<file path="config.mk">
export PLATFORM = sky130hd
export DESIGN_NAME = swbc_top
export DESIGN_NICKNAME = d
export VERILOG_FILES = /design/src/swbc_pkg.sv /design/src/swbc_top.sv /design/src/swbc_sync.sv /design/src/swbc_fifo.sv
export SDC_FILE = /design/constraint.sdc
export NUM_CORES = 1
export LEC_CHECK = 0
export BUFFER_PORTS_ARGS = -buffer_cell sky130_fd_sc_hd__buf_2
export CAP_MARGIN = 20
export CORE_MARGIN = 5
export CORE_UTILIZATION = 37
export CTS_BUF_LIST = sky130_fd_sc_hd__clkbuf_16
export CTS_CLUSTER_SIZE = 10
export DETAILED_ROUTE_END_ITERATION = 16
export PLACE_DENSITY = 0.5
export SLEW_MARGIN = 20
export SYNTH_ARGS = -nofsm -noshare
export SYNTH_HDL_FRONTEND = slang
export SYNTH_SLANG_ARGS = --single-unit
</file>
<file path="constraint.sdc">
create_clock -name ref_clk -period 20.7 [get_ports ref_clk]
set_input_delay 3.105 -clock ref_clk [delete_from_list [all_inputs] [get_ports ref_clk]]
set_output_delay 3.105 -clock ref_clk [all_outputs]
set_load 0.005 [all_outputs]
</file>
<file path="src/swbc_pkg.sv">
// package: constants, register map and state types of the single-wire byte-command block
package swbc_pkg;

    localparam int CLK_PERIOD_NS = 10;
    localparam real ACT_MAX_NS = 262.5;
    localparam int ACT_MAX_CYC = $rtoi(ACT_MAX_NS) / CLK_PERIOD_NS;
    localparam int SYNC_LAT = 3;

    localparam logic [7:0] CMD_WRITE_BYTE = 8'hA5;
    localparam logic [7:0] CMD_READ_BYTE = 8'h96;
    localparam logic [3:0] BIT_COUNT_FULL = 4'h8;
    localparam logic [2:0] LAST_SLOT = 3'h7;

    localparam int FIFO_W = 8;
    localparam int FIFO_DEPTH = 16;

    localparam logic [7:0] ADDR_CFG = 8'h00;
    localparam logic [7:0] ADDR_TSTD = 8'h04;
    localparam logic [7:0] ADDR_TOVD = 8'h08;
    localparam logic [7:0] ADDR_TSAMP = 8'h0C;
    localparam logic [7:0] ADDR_STATUS = 8'h10;
    localparam logic [7:0] ADDR_RDATA = 8'h14;
    localparam logic [7:0] ADDR_PTR = 8'h18;

    localparam int TIM_W0L_LSB = 0;
    localparam int TIM_REC_LSB = 16;
    localparam int SAMP_W1L_STD_LSB = 0;
    localparam int SAMP_MSR_STD_LSB = 8;
    localparam int SAMP_W1L_OVD_LSB = 16;
    localparam int SAMP_MSR_OVD_LSB = 24;

    localparam logic [31:0] TSTD_RST = 32'h0064_0258;
    localparam logic [31:0] TOVD_RST = 32'h0014_0050;
    localparam logic [31:0] TSAMP_RST = 32'h1008_7840;

    // bit 0 is the speed select
    typedef struct packed {
        logic weakPullupSelection;
        logic activePullupEnable;
        logic strongPullupEnable;
        logic overdriveSpeedSelect;
    } swbc_cfg_t;

    typedef enum logic [2:0] {
        H_IDLE = 3'b001,
        H_BITS = 3'b010,
        H_ACK = 3'b100
    } swbc_hst_e_t;

    typedef enum logic [1:0] {
        S_IDLE = 2'b01,
        S_SLOT = 2'b10
    } swbc_sst_e_t;

    typedef struct packed {
        swbc_hst_e_t hst;
        logic [3:0] bitCnt;
        logic [7:0] shift;
        logic [7:0] cmd;
        logic byteIdx;
        logic cmdOk;
        logic sclPrev;
        logic sdaPrev;
        logic sdaOe;
        logic sdaOut;
        swbc_sst_e_t sst;
        logic busBusyFlag;
        logic isRead;
        logic [2:0] slotIdx;
        logic [15:0] tCnt;
        logic [7:0] txByte;
        logic [7:0] rxByte;
        logic pushV;
        logic owOe;
        logic owApu;
        logic spuOn;
        swbc_cfg_t cfg;
        logic [31:0] tStd;
        logic [31:0] tOvd;
        logic [31:0] tSamp;
        logic rdPtr;
        logic pready;
        logic [31:0] prdata;
        logic pslverr;
    } swbc_state_t;

    localparam swbc_state_t ST_RST = '{hst: H_IDLE, sst: S_IDLE, sdaOe: 1'b1, owOe: 1'b1,
        sclPrev: 1'b1, sdaPrev: 1'b1, tStd: TSTD_RST, tOvd: TOVD_RST, tSamp: TSAMP_RST,
        default: '0};

endpackage

</file>
<file path="src/swbc_top.sv">
// byte write/read commands from a two-wire host onto a single-wire bus
// What this block does
// - command A5h plus one data byte sends that byte as eight slots
// - write-byte while busy: no acknowledge of code or data, command dropped
// - write-byte ends within eight slot periods plus 262.5ns of last bit
// - write slots start within 262.5ns of last data bit, before its acknowledge
// - byte arrives MSB first, goes out LSB first, so held whole first
// - accepting a byte command points the read pointer at status
// - write uses speed, strong and active pullup; read only speed and active
// - slots use the current timing durations and weak pullup selection
// - command 96h runs eight read slots and stores the byte
// - each read slot is a write-one slot whose level is sampled
// - read-byte while busy: code not acknowledged, command ignored
// - read slots start within 262.5ns of code acknowledge, end eight slots later
// - each read slot samples the line at the master sample time
`timescale 1ns/1ps
module swbc_top
    import swbc_pkg::*;
(
    input wire logic ref_clk,
    input wire logic rst,
    input wire logic psel,
    input wire logic penable,
    input wire logic pwrite,
    input wire logic [7:0] paddr,
    input wire logic [31:0] pwdata,
    output logic [31:0] prdata,
    output logic pready,
    output logic pslverr,
    input wire logic sclIn,
    input wire logic sdaIn,
    output logic sdaOut,
    output logic sdaOe,
    input wire logic owIn,
    output logic owOut,
    output logic owOe,
    output logic activePullupOut,
    output logic strongPullupOut,
    output logic weakPullupSelOut,
    output logic busBusyFlag
);
    localparam int ACT_WIN = ACT_MAX_CYC - SYNC_LAT;

    swbc_state_t st_r;
    swbc_state_t st_nxt;
    logic sclS;
    logic sdaS;
    logic owS;
    logic sclRise;
    logic sclFall;
    logic startCond;
    logic stopCond;
    logic startW;
    logic startR;
    logic okNow;
    logic [31:0] tim;
    logic [15:0] w0l;
    logic [15:0] recDur;
    logic [15:0] w1l;
    logic [15:0] msr;
    logic [15:0] lowCyc;
    logic [16:0] slotEnd;
    logic curBit;
    logic fifoInReady;
    logic fifoOutValid;
    logic [7:0] fifoData;
    logic popNow;
    logic access;
    logic [31:0] rdMux;
    logic rdErr;

    swbc_sync #(.W(3), .RST_VAL(3'h7)) u_sync (
        .clk(ref_clk),
        .rst(rst),
        .d({sclIn, sdaIn, owIn}),
        .q({sclS, sdaS, owS})
    );

    // read byte waits here until software drains it
    swbc_fifo #(.W(FIFO_W), .D(FIFO_DEPTH)) u_fifo (
        .clk(ref_clk),
        .rst(rst),
        .inValid(st_r.pushV),
        .inData(st_r.rxByte),
        .inReady(fifoInReady),
        .outValid(fifoOutValid),
        .outData(fifoData),
        .outReady(popNow)
    );

    assign sclRise = sclS & ~st_r.sclPrev;
    assign sclFall = ~sclS & st_r.sclPrev;
    assign startCond = sclS & st_r.sclPrev & st_r.sdaPrev & ~sdaS;
    assign stopCond = sclS & st_r.sclPrev & ~st_r.sdaPrev & sdaS;

    // timing is read live, so a change mid-command reshapes the slot in progress
    assign tim = st_r.cfg.overdriveSpeedSelect ? st_r.tOvd : st_r.tStd;
    assign w0l = tim[TIM_W0L_LSB +: 16];
    assign recDur = tim[TIM_REC_LSB +: 16];
    assign w1l = {8'h00, st_r.cfg.overdriveSpeedSelect ? st_r.tSamp[SAMP_W1L_OVD_LSB +: 8]
                                                      : st_r.tSamp[SAMP_W1L_STD_LSB +: 8]};
    assign msr = {8'h00, st_r.cfg.overdriveSpeedSelect ? st_r.tSamp[SAMP_MSR_OVD_LSB +: 8]
                                                      : st_r.tSamp[SAMP_MSR_STD_LSB +: 8]};
    assign slotEnd = {1'b0, w0l} + {1'b0, recDur} - 17'h00001;
    assign curBit = st_r.isRead | st_r.txByte[st_r.slotIdx];
    assign lowCyc = curBit ? w1l : w0l;

    assign access = psel & penable;
    assign popNow = access & st_r.pready & ~pwrite & (paddr == ADDR_RDATA);

    always_comb begin
        rdErr = 1'b0;
        case (paddr)
            ADDR_CFG: rdMux = {28'h0000000, st_r.cfg};
            ADDR_TSTD: rdMux = st_r.tStd;
            ADDR_TOVD: rdMux = st_r.tOvd;
            ADDR_TSAMP: rdMux = st_r.tSamp;
            ADDR_STATUS: rdMux = {27'h0000000, fifoOutValid, ~fifoInReady, st_r.rdPtr,
                                  st_r.spuOn, st_r.busBusyFlag};
            ADDR_RDATA: rdMux = {23'h000000, fifoOutValid, fifoData};
            ADDR_PTR: rdMux = {31'h00000000, st_r.rdPtr};
            default: begin
                rdMux = 32'h00000000;
                rdErr = 1'b1;
            end
        endcase
    end

    always_comb begin
        st_nxt = st_r;
        startW = 1'b0;
        startR = 1'b0;
        okNow = 1'b0;

        // register bus: answer one cycle into the access phase
        if (access && !st_r.pready) begin
            st_nxt.pready = 1'b1;
            st_nxt.prdata = pwrite ? 32'h00000000 : rdMux;
            st_nxt.pslverr = rdErr;
        end else begin
            st_nxt.pready = 1'b0;
            st_nxt.pslverr = 1'b0;
        end
        if (access && st_r.pready && pwrite) begin
            case (paddr)
                ADDR_CFG: st_nxt.cfg = swbc_cfg_t'(pwdata[3:0]);
                ADDR_TSTD: st_nxt.tStd = pwdata;
                ADDR_TOVD: st_nxt.tOvd = pwdata;
                ADDR_TSAMP: st_nxt.tSamp = pwdata;
                ADDR_PTR: st_nxt.rdPtr = pwdata[0];
                default: st_nxt.rdPtr = st_r.rdPtr;
            endcase
        end

        // two-wire host side
        st_nxt.sclPrev = sclS;
        st_nxt.sdaPrev = sdaS;
        if (stopCond) begin
            st_nxt.hst = H_IDLE;
            st_nxt.sdaOe = 1'b1;
            st_nxt.cmdOk = 1'b0;
        end else if (startCond) begin
            st_nxt.hst = H_BITS;
            st_nxt.bitCnt = 4'h0;
            st_nxt.byteIdx = 1'b0;
            st_nxt.cmdOk = 1'b0;
            st_nxt.sdaOe = 1'b1;
        end else begin
            unique case (st_r.hst)
                H_IDLE: st_nxt.hst = H_IDLE;
                H_BITS: begin
                    if (sclRise) begin
                        st_nxt.shift = {st_r.shift[6:0], sdaS};
                        st_nxt.bitCnt = st_r.bitCnt + 4'h1;
                    end
                    if (sclFall && st_r.bitCnt == BIT_COUNT_FULL) begin
                        st_nxt.hst = H_ACK;
                        st_nxt.bitCnt = 4'h0;
                        if (!st_r.byteIdx) begin
                            // busy refuses any code; a full read queue refuses only the read code
                            okNow = !st_r.busBusyFlag && (st_r.shift == CMD_WRITE_BYTE ||
                                (st_r.shift == CMD_READ_BYTE && fifoInReady));
                            st_nxt.cmd = st_r.shift;
                            st_nxt.cmdOk = okNow;
                            st_nxt.sdaOe = !okNow;
                            if (okNow) begin
                                st_nxt.rdPtr = 1'b0;
                                st_nxt.spuOn = 1'b0;
                            end
                        end else begin
                            // whole byte held; slots start before its acknowledge
                            startW = st_r.cmdOk && st_r.cmd == CMD_WRITE_BYTE;
                            st_nxt.sdaOe = !startW;
                            st_nxt.cmdOk = 1'b0;
                        end
                    end
                end
                H_ACK: begin
                    if (sclFall) begin
                        st_nxt.hst = H_BITS;
                        st_nxt.sdaOe = 1'b1;
                        st_nxt.byteIdx = 1'b1;
                        startR = !st_r.byteIdx && st_r.cmdOk && st_r.cmd == CMD_READ_BYTE;
                        if (startR) begin
                            st_nxt.cmdOk = 1'b0;
                        end
                    end
                end
            endcase
        end

        // single-wire slot engine
        if (st_r.pushV && fifoInReady) begin
            st_nxt.pushV = 1'b0;
        end
        if (startW || startR) begin
            st_nxt.sst = S_SLOT;
            st_nxt.busBusyFlag = 1'b1;
            st_nxt.isRead = startR;
            st_nxt.txByte = st_r.shift;
            st_nxt.rxByte = 8'h00;
            st_nxt.slotIdx = 3'h0;
            st_nxt.tCnt = 16'h0000;
        end else if (st_r.sst == S_SLOT) begin
            if (st_r.isRead && st_r.tCnt == msr) begin
                st_nxt.rxByte = {owS, st_r.rxByte[7:1]};
            end
            if ({1'b0, st_r.tCnt} == slotEnd) begin
                st_nxt.tCnt = 16'h0000;
                if (st_r.slotIdx == LAST_SLOT) begin
                    st_nxt.sst = S_IDLE;
                    st_nxt.busBusyFlag = 1'b0;
                    if (st_r.isRead) begin
                        st_nxt.pushV = 1'b1;
                    end else begin
                        st_nxt.spuOn = st_r.cfg.strongPullupEnable;
                    end
                end else begin
                    st_nxt.slotIdx = st_r.slotIdx + 3'h1;
                end
            end else begin
                st_nxt.tCnt = st_r.tCnt + 16'h0001;
            end
        end
        // one cycle behind the counter, same lag for every edge of the slot
        st_nxt.owOe = !(st_r.sst == S_SLOT && st_r.tCnt < lowCyc);
        st_nxt.owApu = st_r.cfg.activePullupEnable && st_r.sst == S_SLOT &&
                       st_r.tCnt >= lowCyc;
    end

    always_ff @(posedge ref_clk or posedge rst) begin
        if (rst) begin
            st_r <= ST_RST;
        end else begin
            st_r <= st_nxt;
        end
    end

    assign prdata = st_r.prdata;
    assign pready = st_r.pready;
    assign pslverr = st_r.pslverr;
    assign sdaOut = st_r.sdaOut;
    assign sdaOe = st_r.sdaOe;
    assign owOut = st_r.sdaOut;
    assign owOe = st_r.owOe;
    assign activePullupOut = st_r.owApu;
    assign strongPullupOut = st_r.spuOn;
    assign weakPullupSelOut = st_r.cfg.weakPullupSelection;
    assign busBusyFlag = st_r.busBusyFlag;
endmodule // swbc_top

</file>
<file path="src/swbc_sync.sv">
// two-flop synchroniser for pin inputs
`timescale 1ns/1ps
module swbc_sync #(
    parameter int W = 1,
    parameter logic [W-1:0] RST_VAL = '0
) (
    input wire logic clk,
    input wire logic rst,
    input wire logic [W-1:0] d,
    output logic [W-1:0] q
);
    typedef struct packed {
        logic [W-1:0] s1;
        logic [W-1:0] s2;
    } swbc_syn_t;

    swbc_syn_t st_r;
    swbc_syn_t st_nxt;

    always_comb begin
        st_nxt.s1 = d;
        st_nxt.s2 = st_r.s1;
    end

    always_ff @(posedge clk or posedge rst) begin
        if (rst) begin
            st_r <= '{s1: RST_VAL, s2: RST_VAL};
        end else begin
            st_r <= st_nxt;
        end
    end

    assign q = st_r.s2;
endmodule // swbc_sync

</file>
<file path="src/swbc_fifo.sv">
// small synchronous FIFO with valid/ready on both sides
`timescale 1ns/1ps
module swbc_fifo #(
    parameter int W = 8,
    parameter int D = 16
) (
    input wire logic clk,
    input wire logic rst,
    input wire logic inValid,
    input wire logic [W-1:0] inData,
    output logic inReady,
    output logic outValid,
    output logic [W-1:0] outData,
    input wire logic outReady
);
    localparam int AW = $clog2(D);
    localparam logic [AW:0] CNT_FULL = (AW + 1)'(D);

    typedef struct packed {
        logic [D-1:0][W-1:0] mem;
        logic [AW-1:0] wp;
        logic [AW-1:0] rp;
        logic [AW:0] cnt;
    } swbc_fst_t;

    swbc_fst_t st_r;
    swbc_fst_t st_nxt;
    logic push;
    logic pop;

    assign inReady = st_r.cnt != CNT_FULL;
    assign outValid = st_r.cnt != '0;
    assign outData = st_r.mem[st_r.rp];
    assign push = inValid & inReady;
    assign pop = outValid & outReady;

    always_comb begin
        st_nxt = st_r;
        if (push) begin
            st_nxt.mem[st_r.wp] = inData;
            st_nxt.wp = st_r.wp + 1'b1;
        end
        if (pop) begin
            st_nxt.rp = st_r.rp + 1'b1;
        end
        if (push && !pop) begin
            st_nxt.cnt = st_r.cnt + 1'b1;
        end else if (pop && !push) begin
            st_nxt.cnt = st_r.cnt - 1'b1;
        end
    end

    always_ff @(posedge clk or posedge rst) begin
        if (rst) begin
            st_r <= '0;
        end else begin
            st_r <= st_nxt;
        end
    end
endmodule // swbc_fifo

</file>
* After elaboration in Yosys (flattened, before gate mapping)
Index checks and enable logic that the tools add are counted.
Cells by class: mux-type cells 86, order comparisons 6, add/sub/neg operators 9, bitwise logic cells 23, reduce and logical (&&, ||, !) cells 54, equal/unequal tests 23
Operators with widths (count):
- 32-bit one-hot mux with 7 select lines | 1
- 128-bit bitwise mux | 1
- 32-bit 2-to-1 mux | 2
- 8-bit 2-to-1 mux | 8
- 1-bit 2-to-1 mux | 47
- 19-bit 2-to-1 mux | 2
- 8-bit binary-select mux with 4-bit select | 1
- 8-bit demux with 4-bit select | 1
- 8-bit == test, second input constant | 4
- 16-bit 2-to-1 mux | 2
- 8-bit by 5-bit == test with 1-bit output, second input constant | 3
- 3-bit 2-to-1 mux | 8
- 20-bit 2-to-1 mux | 1
- 16-bit by 16-bit adder with 17-bit output | 1
- 16-bit by 17-bit == test with 1-bit output | 1
- 1-bit logical AND | 17
- 17-bit by 1-bit subtractor with 17-bit output, second input constant | 1
- 16-bit by 1-bit adder with 16-bit output, second input constant | 1
- 16-bit by 8-bit == test with 1-bit output | 1
- 8-bit by 4-bit == test with 1-bit output, second input constant | 2
- 16-bit greater-or-equal comparator | 1
- 16-bit less-than comparator | 1
- 2-bit nonzero test | 8
- 3-bit AND reduction | 5
- other kinds (37) | 81
Word-level totals: word-level logic and storage cells 253, flip-flop bits (word level) 353, output and inout bits 42

* Longest topological paths before layout
depth after elaboration 15, mapped depth 20, depth with buffers taken out 14

* Modules after synthesis
From an unflattened synthesis, not the netlist that was laid out.
Unflattened totals: cell total of the unflattened synthesis 1601, area total of the unflattened synthesis 18529.0 µm²
Modules (own cells, without submodules):
- swbc_top | instances 1, cells each 1120, area an instance 11546.1 µm²
- swbc_fifo | instances 1, cells each 474, area an instance 6821.5 µm²
- swbc_sync | instances 1, cells each 7, area an instance 161.4 µm²

* Worst setup path before layout
No wires, ideal clock.
kind input -> register, from input paddr[1], to register u_fifo.st_r[4] (netlist name), data required time 20.577 ns, path slack 14.766 ns, stages on the path 14, buffers on the path 0, arrival 5.811 ns, path through nor3_1 nand2_1 nor2_1 nand4_1 nor3b_1 inv_1 ha_1 inv_1 ha_1 a21o_1 a21oi_1 xnor2_1 nor2_1 xnor2_1
Between the ends: cells in the longest elaborated chain, start to end 6, elaborated cells on any way between the ends 8
RTL lines:
- from (decl) | line swbc_top.sv:25 | input wire logic [7:0] paddr,
- 8-bit by 5-bit == test with 1-bit output * | line swbc_top.sv:109 | assign popNow = access & st_r.pready & ~pwrite & (paddr == ADDR_RDATA);
- 1-bit bitwise AND * | line swbc_top.sv:109
- 1-bit bitwise AND * | line swbc_fifo.sv:35 | assign pop = outValid & outReady;
- 1-bit logical NOT | line swbc_fifo.sv:46 | if (push && !pop) begin
- 1-bit logical AND | line swbc_fifo.sv:46
- 5-bit 2-to-1 mux / 2-bit nonzero test (equally long branches)
- to (signal assigned) | line swbc_fifo.sv:57 | st_r <= st_nxt;
- to (decl) | line swbc_fifo.sv:26 | swbc_fst_t st_r;
Mark *: on every way between the ends. The rest lies on a longest branch, timed or not. A chain may end at the register's enable or synchronous reset.

* Worst setup path in the final report
Ends and elaborated chain as after synthesis.

==> metrics.yaml <==
floorplanning:
  design.portCount: 90
  initial_utilization: 0.3753
  die_h_um: 233.3
  die_w_um: 233.3
  placement_rows: 81
  die_area_mm2: 0.05442
  core_box_area_mm2: 0.04915
yosys:
  synth.yosys.seq_area_share: 0.4796
  async_flop_share: 1.000
  synth_seq_cells: 352
  post_synth.cell_area_avg_um2: 11.91
  syn-instance-count: 1549
  synthesis.area_mm2: 0.01845
  synth.distinct_cells: 71
  synth_enable_flop_cells: 0
  yosys_warnings: 0
  dominantRegCellSynth: "dfrtp_1"
cts:
  cts_setup_buffers: 0
  post_cts_resize_count: 0
  cts.reportedPaths.clkPinSlew_ns: 0.05
  clk_latency_ns: 0.58
  ctsRootBufferMaster: "clkbuf_16"
  htreeDepth: 2
  clkSinkCount: 352
  cts_buffer_depth: 3
  cts_buffer_count: 43
  cts_hold_repair.buffers: 0
  cts_tree: "built"
power_and_ir_drop:
  vdd_drop_max_v: 0.00004845
  fin_total_pwr_w: 0.001422
  power_leakage_nw: 9.619
  power.density_cell_area_mw_per_mm2: 69.16
timing:
  worst-slew-pin-transition_ns: 0.9781
  clock-skew-final_ns: 0.01767
  fin_tns_setup_ns: 0
  finalCritPeriodShare: 0.3035
  hold_viol_final: 0
  report.final.slew_viol_count: 0
  final-setup-viol-count: 0
  fmax_ghz: 0.1592
  finalWorstPathRequiredPeriod_ns: 6.282
  timing.final.ws_setup_ns: 14.42
  rsz0062_at_grt: "false"
  max_slew_margin: 0.3455
global_routing:
  first_pass_grt_wire_length_um: 76240
  grt_antenna_before_repair: 1
  total_track_usage: 0.1801
  globalRouteOverflowTotal: 0
  grt_max_degree: 152
  first_global_vias: 12389
place:
  place.detailed.instances: 2194
  gp_congestion: 0.8715
  buffer_ports.inserted: 87
  preCtsSetupSlack_ns: 13.88
  detailed_place_hpwl_um: 33770
critical_path:
  cp_max_fo: 7
  timing.critical_path.from_type: "primary input"
  crit_required_ns: 21.15
  timing_worst_setup_path_type: "in -> reg"
  timing.critical_path.arrival_ns: 6.74
  endpoint_kind: "flop"
route:
  drt_drc_violations_left: 0
  detail-route-antenna-nets: 0
  detail_route.iter0.violations: 729
  routedWlPerCell_um: 21.72
  drt-vias-per-instance: 5.388
  dr_total_vias: 12209
  detail_route.first_pass.iterations: 4
  detail_route.wirelength_um: 49210
cells_and_area:
  syn2layout_area_growth_pct: 11.45
  ff_latch_area_mm2: 0.008848
  fraction_of_layout_cells_with_a_size_suffix_above_1: 0.3136
  multi_input_area_mm2: 0.008827
  nets: 1686
  final_cells: 2266
  fill_cells: 4679
outcome:
  outcome: "complete, no violations"
min_path:
  hold_path_class: "reg -> reg"
run:
  cap_viol_max_count: 0
## sequential cells by signal (all words and copies together), names as in the netlist
register / count
activePullupOut: 1
owOe: 1
prdata: 32
pready: 1
pslverr: 1
sdaOe: 1
st_r: 166
strongPullupOut: 1
u_fifo.st_r: 141
u_sync.q: 3
u_sync.st_nxt: 3
weakPullupSelOut: 1
## routing by layer
layer  routed length, um  share of wire  up-vias  track usage
met4                1002          0.020        0      0.04689
li1                    -              -     5633            -
met3                1757          0.036       63      0.02516
met1               23590           0.48     6303       0.2621
met5                   0              0        -            0
met2               22860           0.46      210       0.2845
## worst max-delay path, stage by stage
cell and delay [ns]:
buf_2 0.09, nor3_1 0.38, nand2_1 0.24, nor2_1 0.45
nand4_1 0.20, nor3b_1 0.77, inv_1 0.11, ha_1 0.27
inv_1 0.15, ha_1 0.29, a21o_1 0.17, a21oi_1 0.17
xnor2_1 0.13, nor2_1 0.06, xnor2_1 0.13
## kinds of logic (layout without fill, tap and decap cells)
| kind of cell | Yosys count | in the layout | synth area share |
|---|---|---|---|
| mux | 348 | 348 | 0.2348 |
| flops | 352 | 352 | 0.4796 |
| xor+xnor | 54 | 54 | 0.02646 |
| buf+inv | 174 | 225 | 0.04348 |
| other cells | 1 | 3 | 0.0002033 |
| simple gates | 328 | 328 | 0.08866 |
| fa+ha+maj | 63 | 63 | 0.04355 |
| compound gates | 229 | 229 | 0.08330 |
## final cells by class
| type | count | share of cell area |
|---|---|---|
| flip-flops and latches | 352 | 0.4304 |
| inverters | 47 | 0.009191 |
| well taps | 664 | 0.04041 |
| repair buffers | 107 | 0.02928 |
| diodes | 1 | 0.0001217 |
| clock inverters | 28 | 0.008825 |
| clock buffers | 43 | 0.05234 |
| multi-input cells | 1024 | 0.4294 |
## through the flow
stage / utilization / hold slack (ns) / cell area (um2)
2_1_floorplan: - / 0.3452 / 18450
3_3_place_gp: 0.3920 / 0.3454 / 19270
3_5_place_dp: 0.3924 / 0.3468 / 19290
4_1_cts: 0.4180 / 0.3545 / 20550
5_1_grt: 0.4182 / 0.3567 / 20550
6_report: 0.4182 / 0.3541 / 20560
## where the power goes
group	switching (W)	total, W	internal [W]
clock	0.000298	0.000686	0.000388
combinational	0.0000312	0.0000420	0.0000108
sequential	0.00000202	0.000694	0.000692
## cell usage in the layout, fill, tap and decap left out, types with 18 or more instances in the layout
cell type and instances:
nand3_1 29, nand4_1 23, mux4_2 42, dfrtp_1 320, nor3_1 31, buf_2 87, ha_1 61, a22o_1 33
nand2_1 131, mux2_2 256, a22oi_1 24, buf_4 18, a21oi_1 28, clkbuf_16 43, dfstp_2 30, inv_1 66
xor2_1 26, o21ai_0 72, xnor2_1 26, nor2_1 33, mux2i_1 49
## synth_stat cells, types with 24 or more instances
cell	n	area share
inv_1	47	0.0096
clkbuf_1	60	0.012
nor3_1	32	0.0087
a22o_1	33	0.016
nor2_1	35	0.0071
dfstp_2	30	0.043
ha_1	61	0.041
o21ai_0	72	0.020
mux2i_1	49	0.027
xor2_1	26	0.012
mux4_2	42	0.051
mux2_2	256	0.16
nand3_1	29	0.0079
buf_4	35	0.014
nand2_1	131	0.027
a22oi_1	24	0.0098
xnor2_1	26	0.012
a21oi_1	28	0.0076
dfrtp_1	322	0.44
## worst paths after layout
check / from / slack, ns / cells after the start / end
max: paddr[1] / 14.42 / 15 / u_fifo.st_r[4]
min: u_sync.st_nxt[2] / 0.35 / 0 / u_sync.q[2]
max reg2reg: st_r[131] / 15.38 / 15 / st_r[166]
min reg2reg: u_sync.st_nxt[2] / 0.35 / 0 / u_sync.q[2]
max in group asynchronous: rst / 16.44 / 3 / st_r[131]
min in group asynchronous: rst / 2.69 / 2 / st_r[78]
Power figures use the tool's default switching activity.
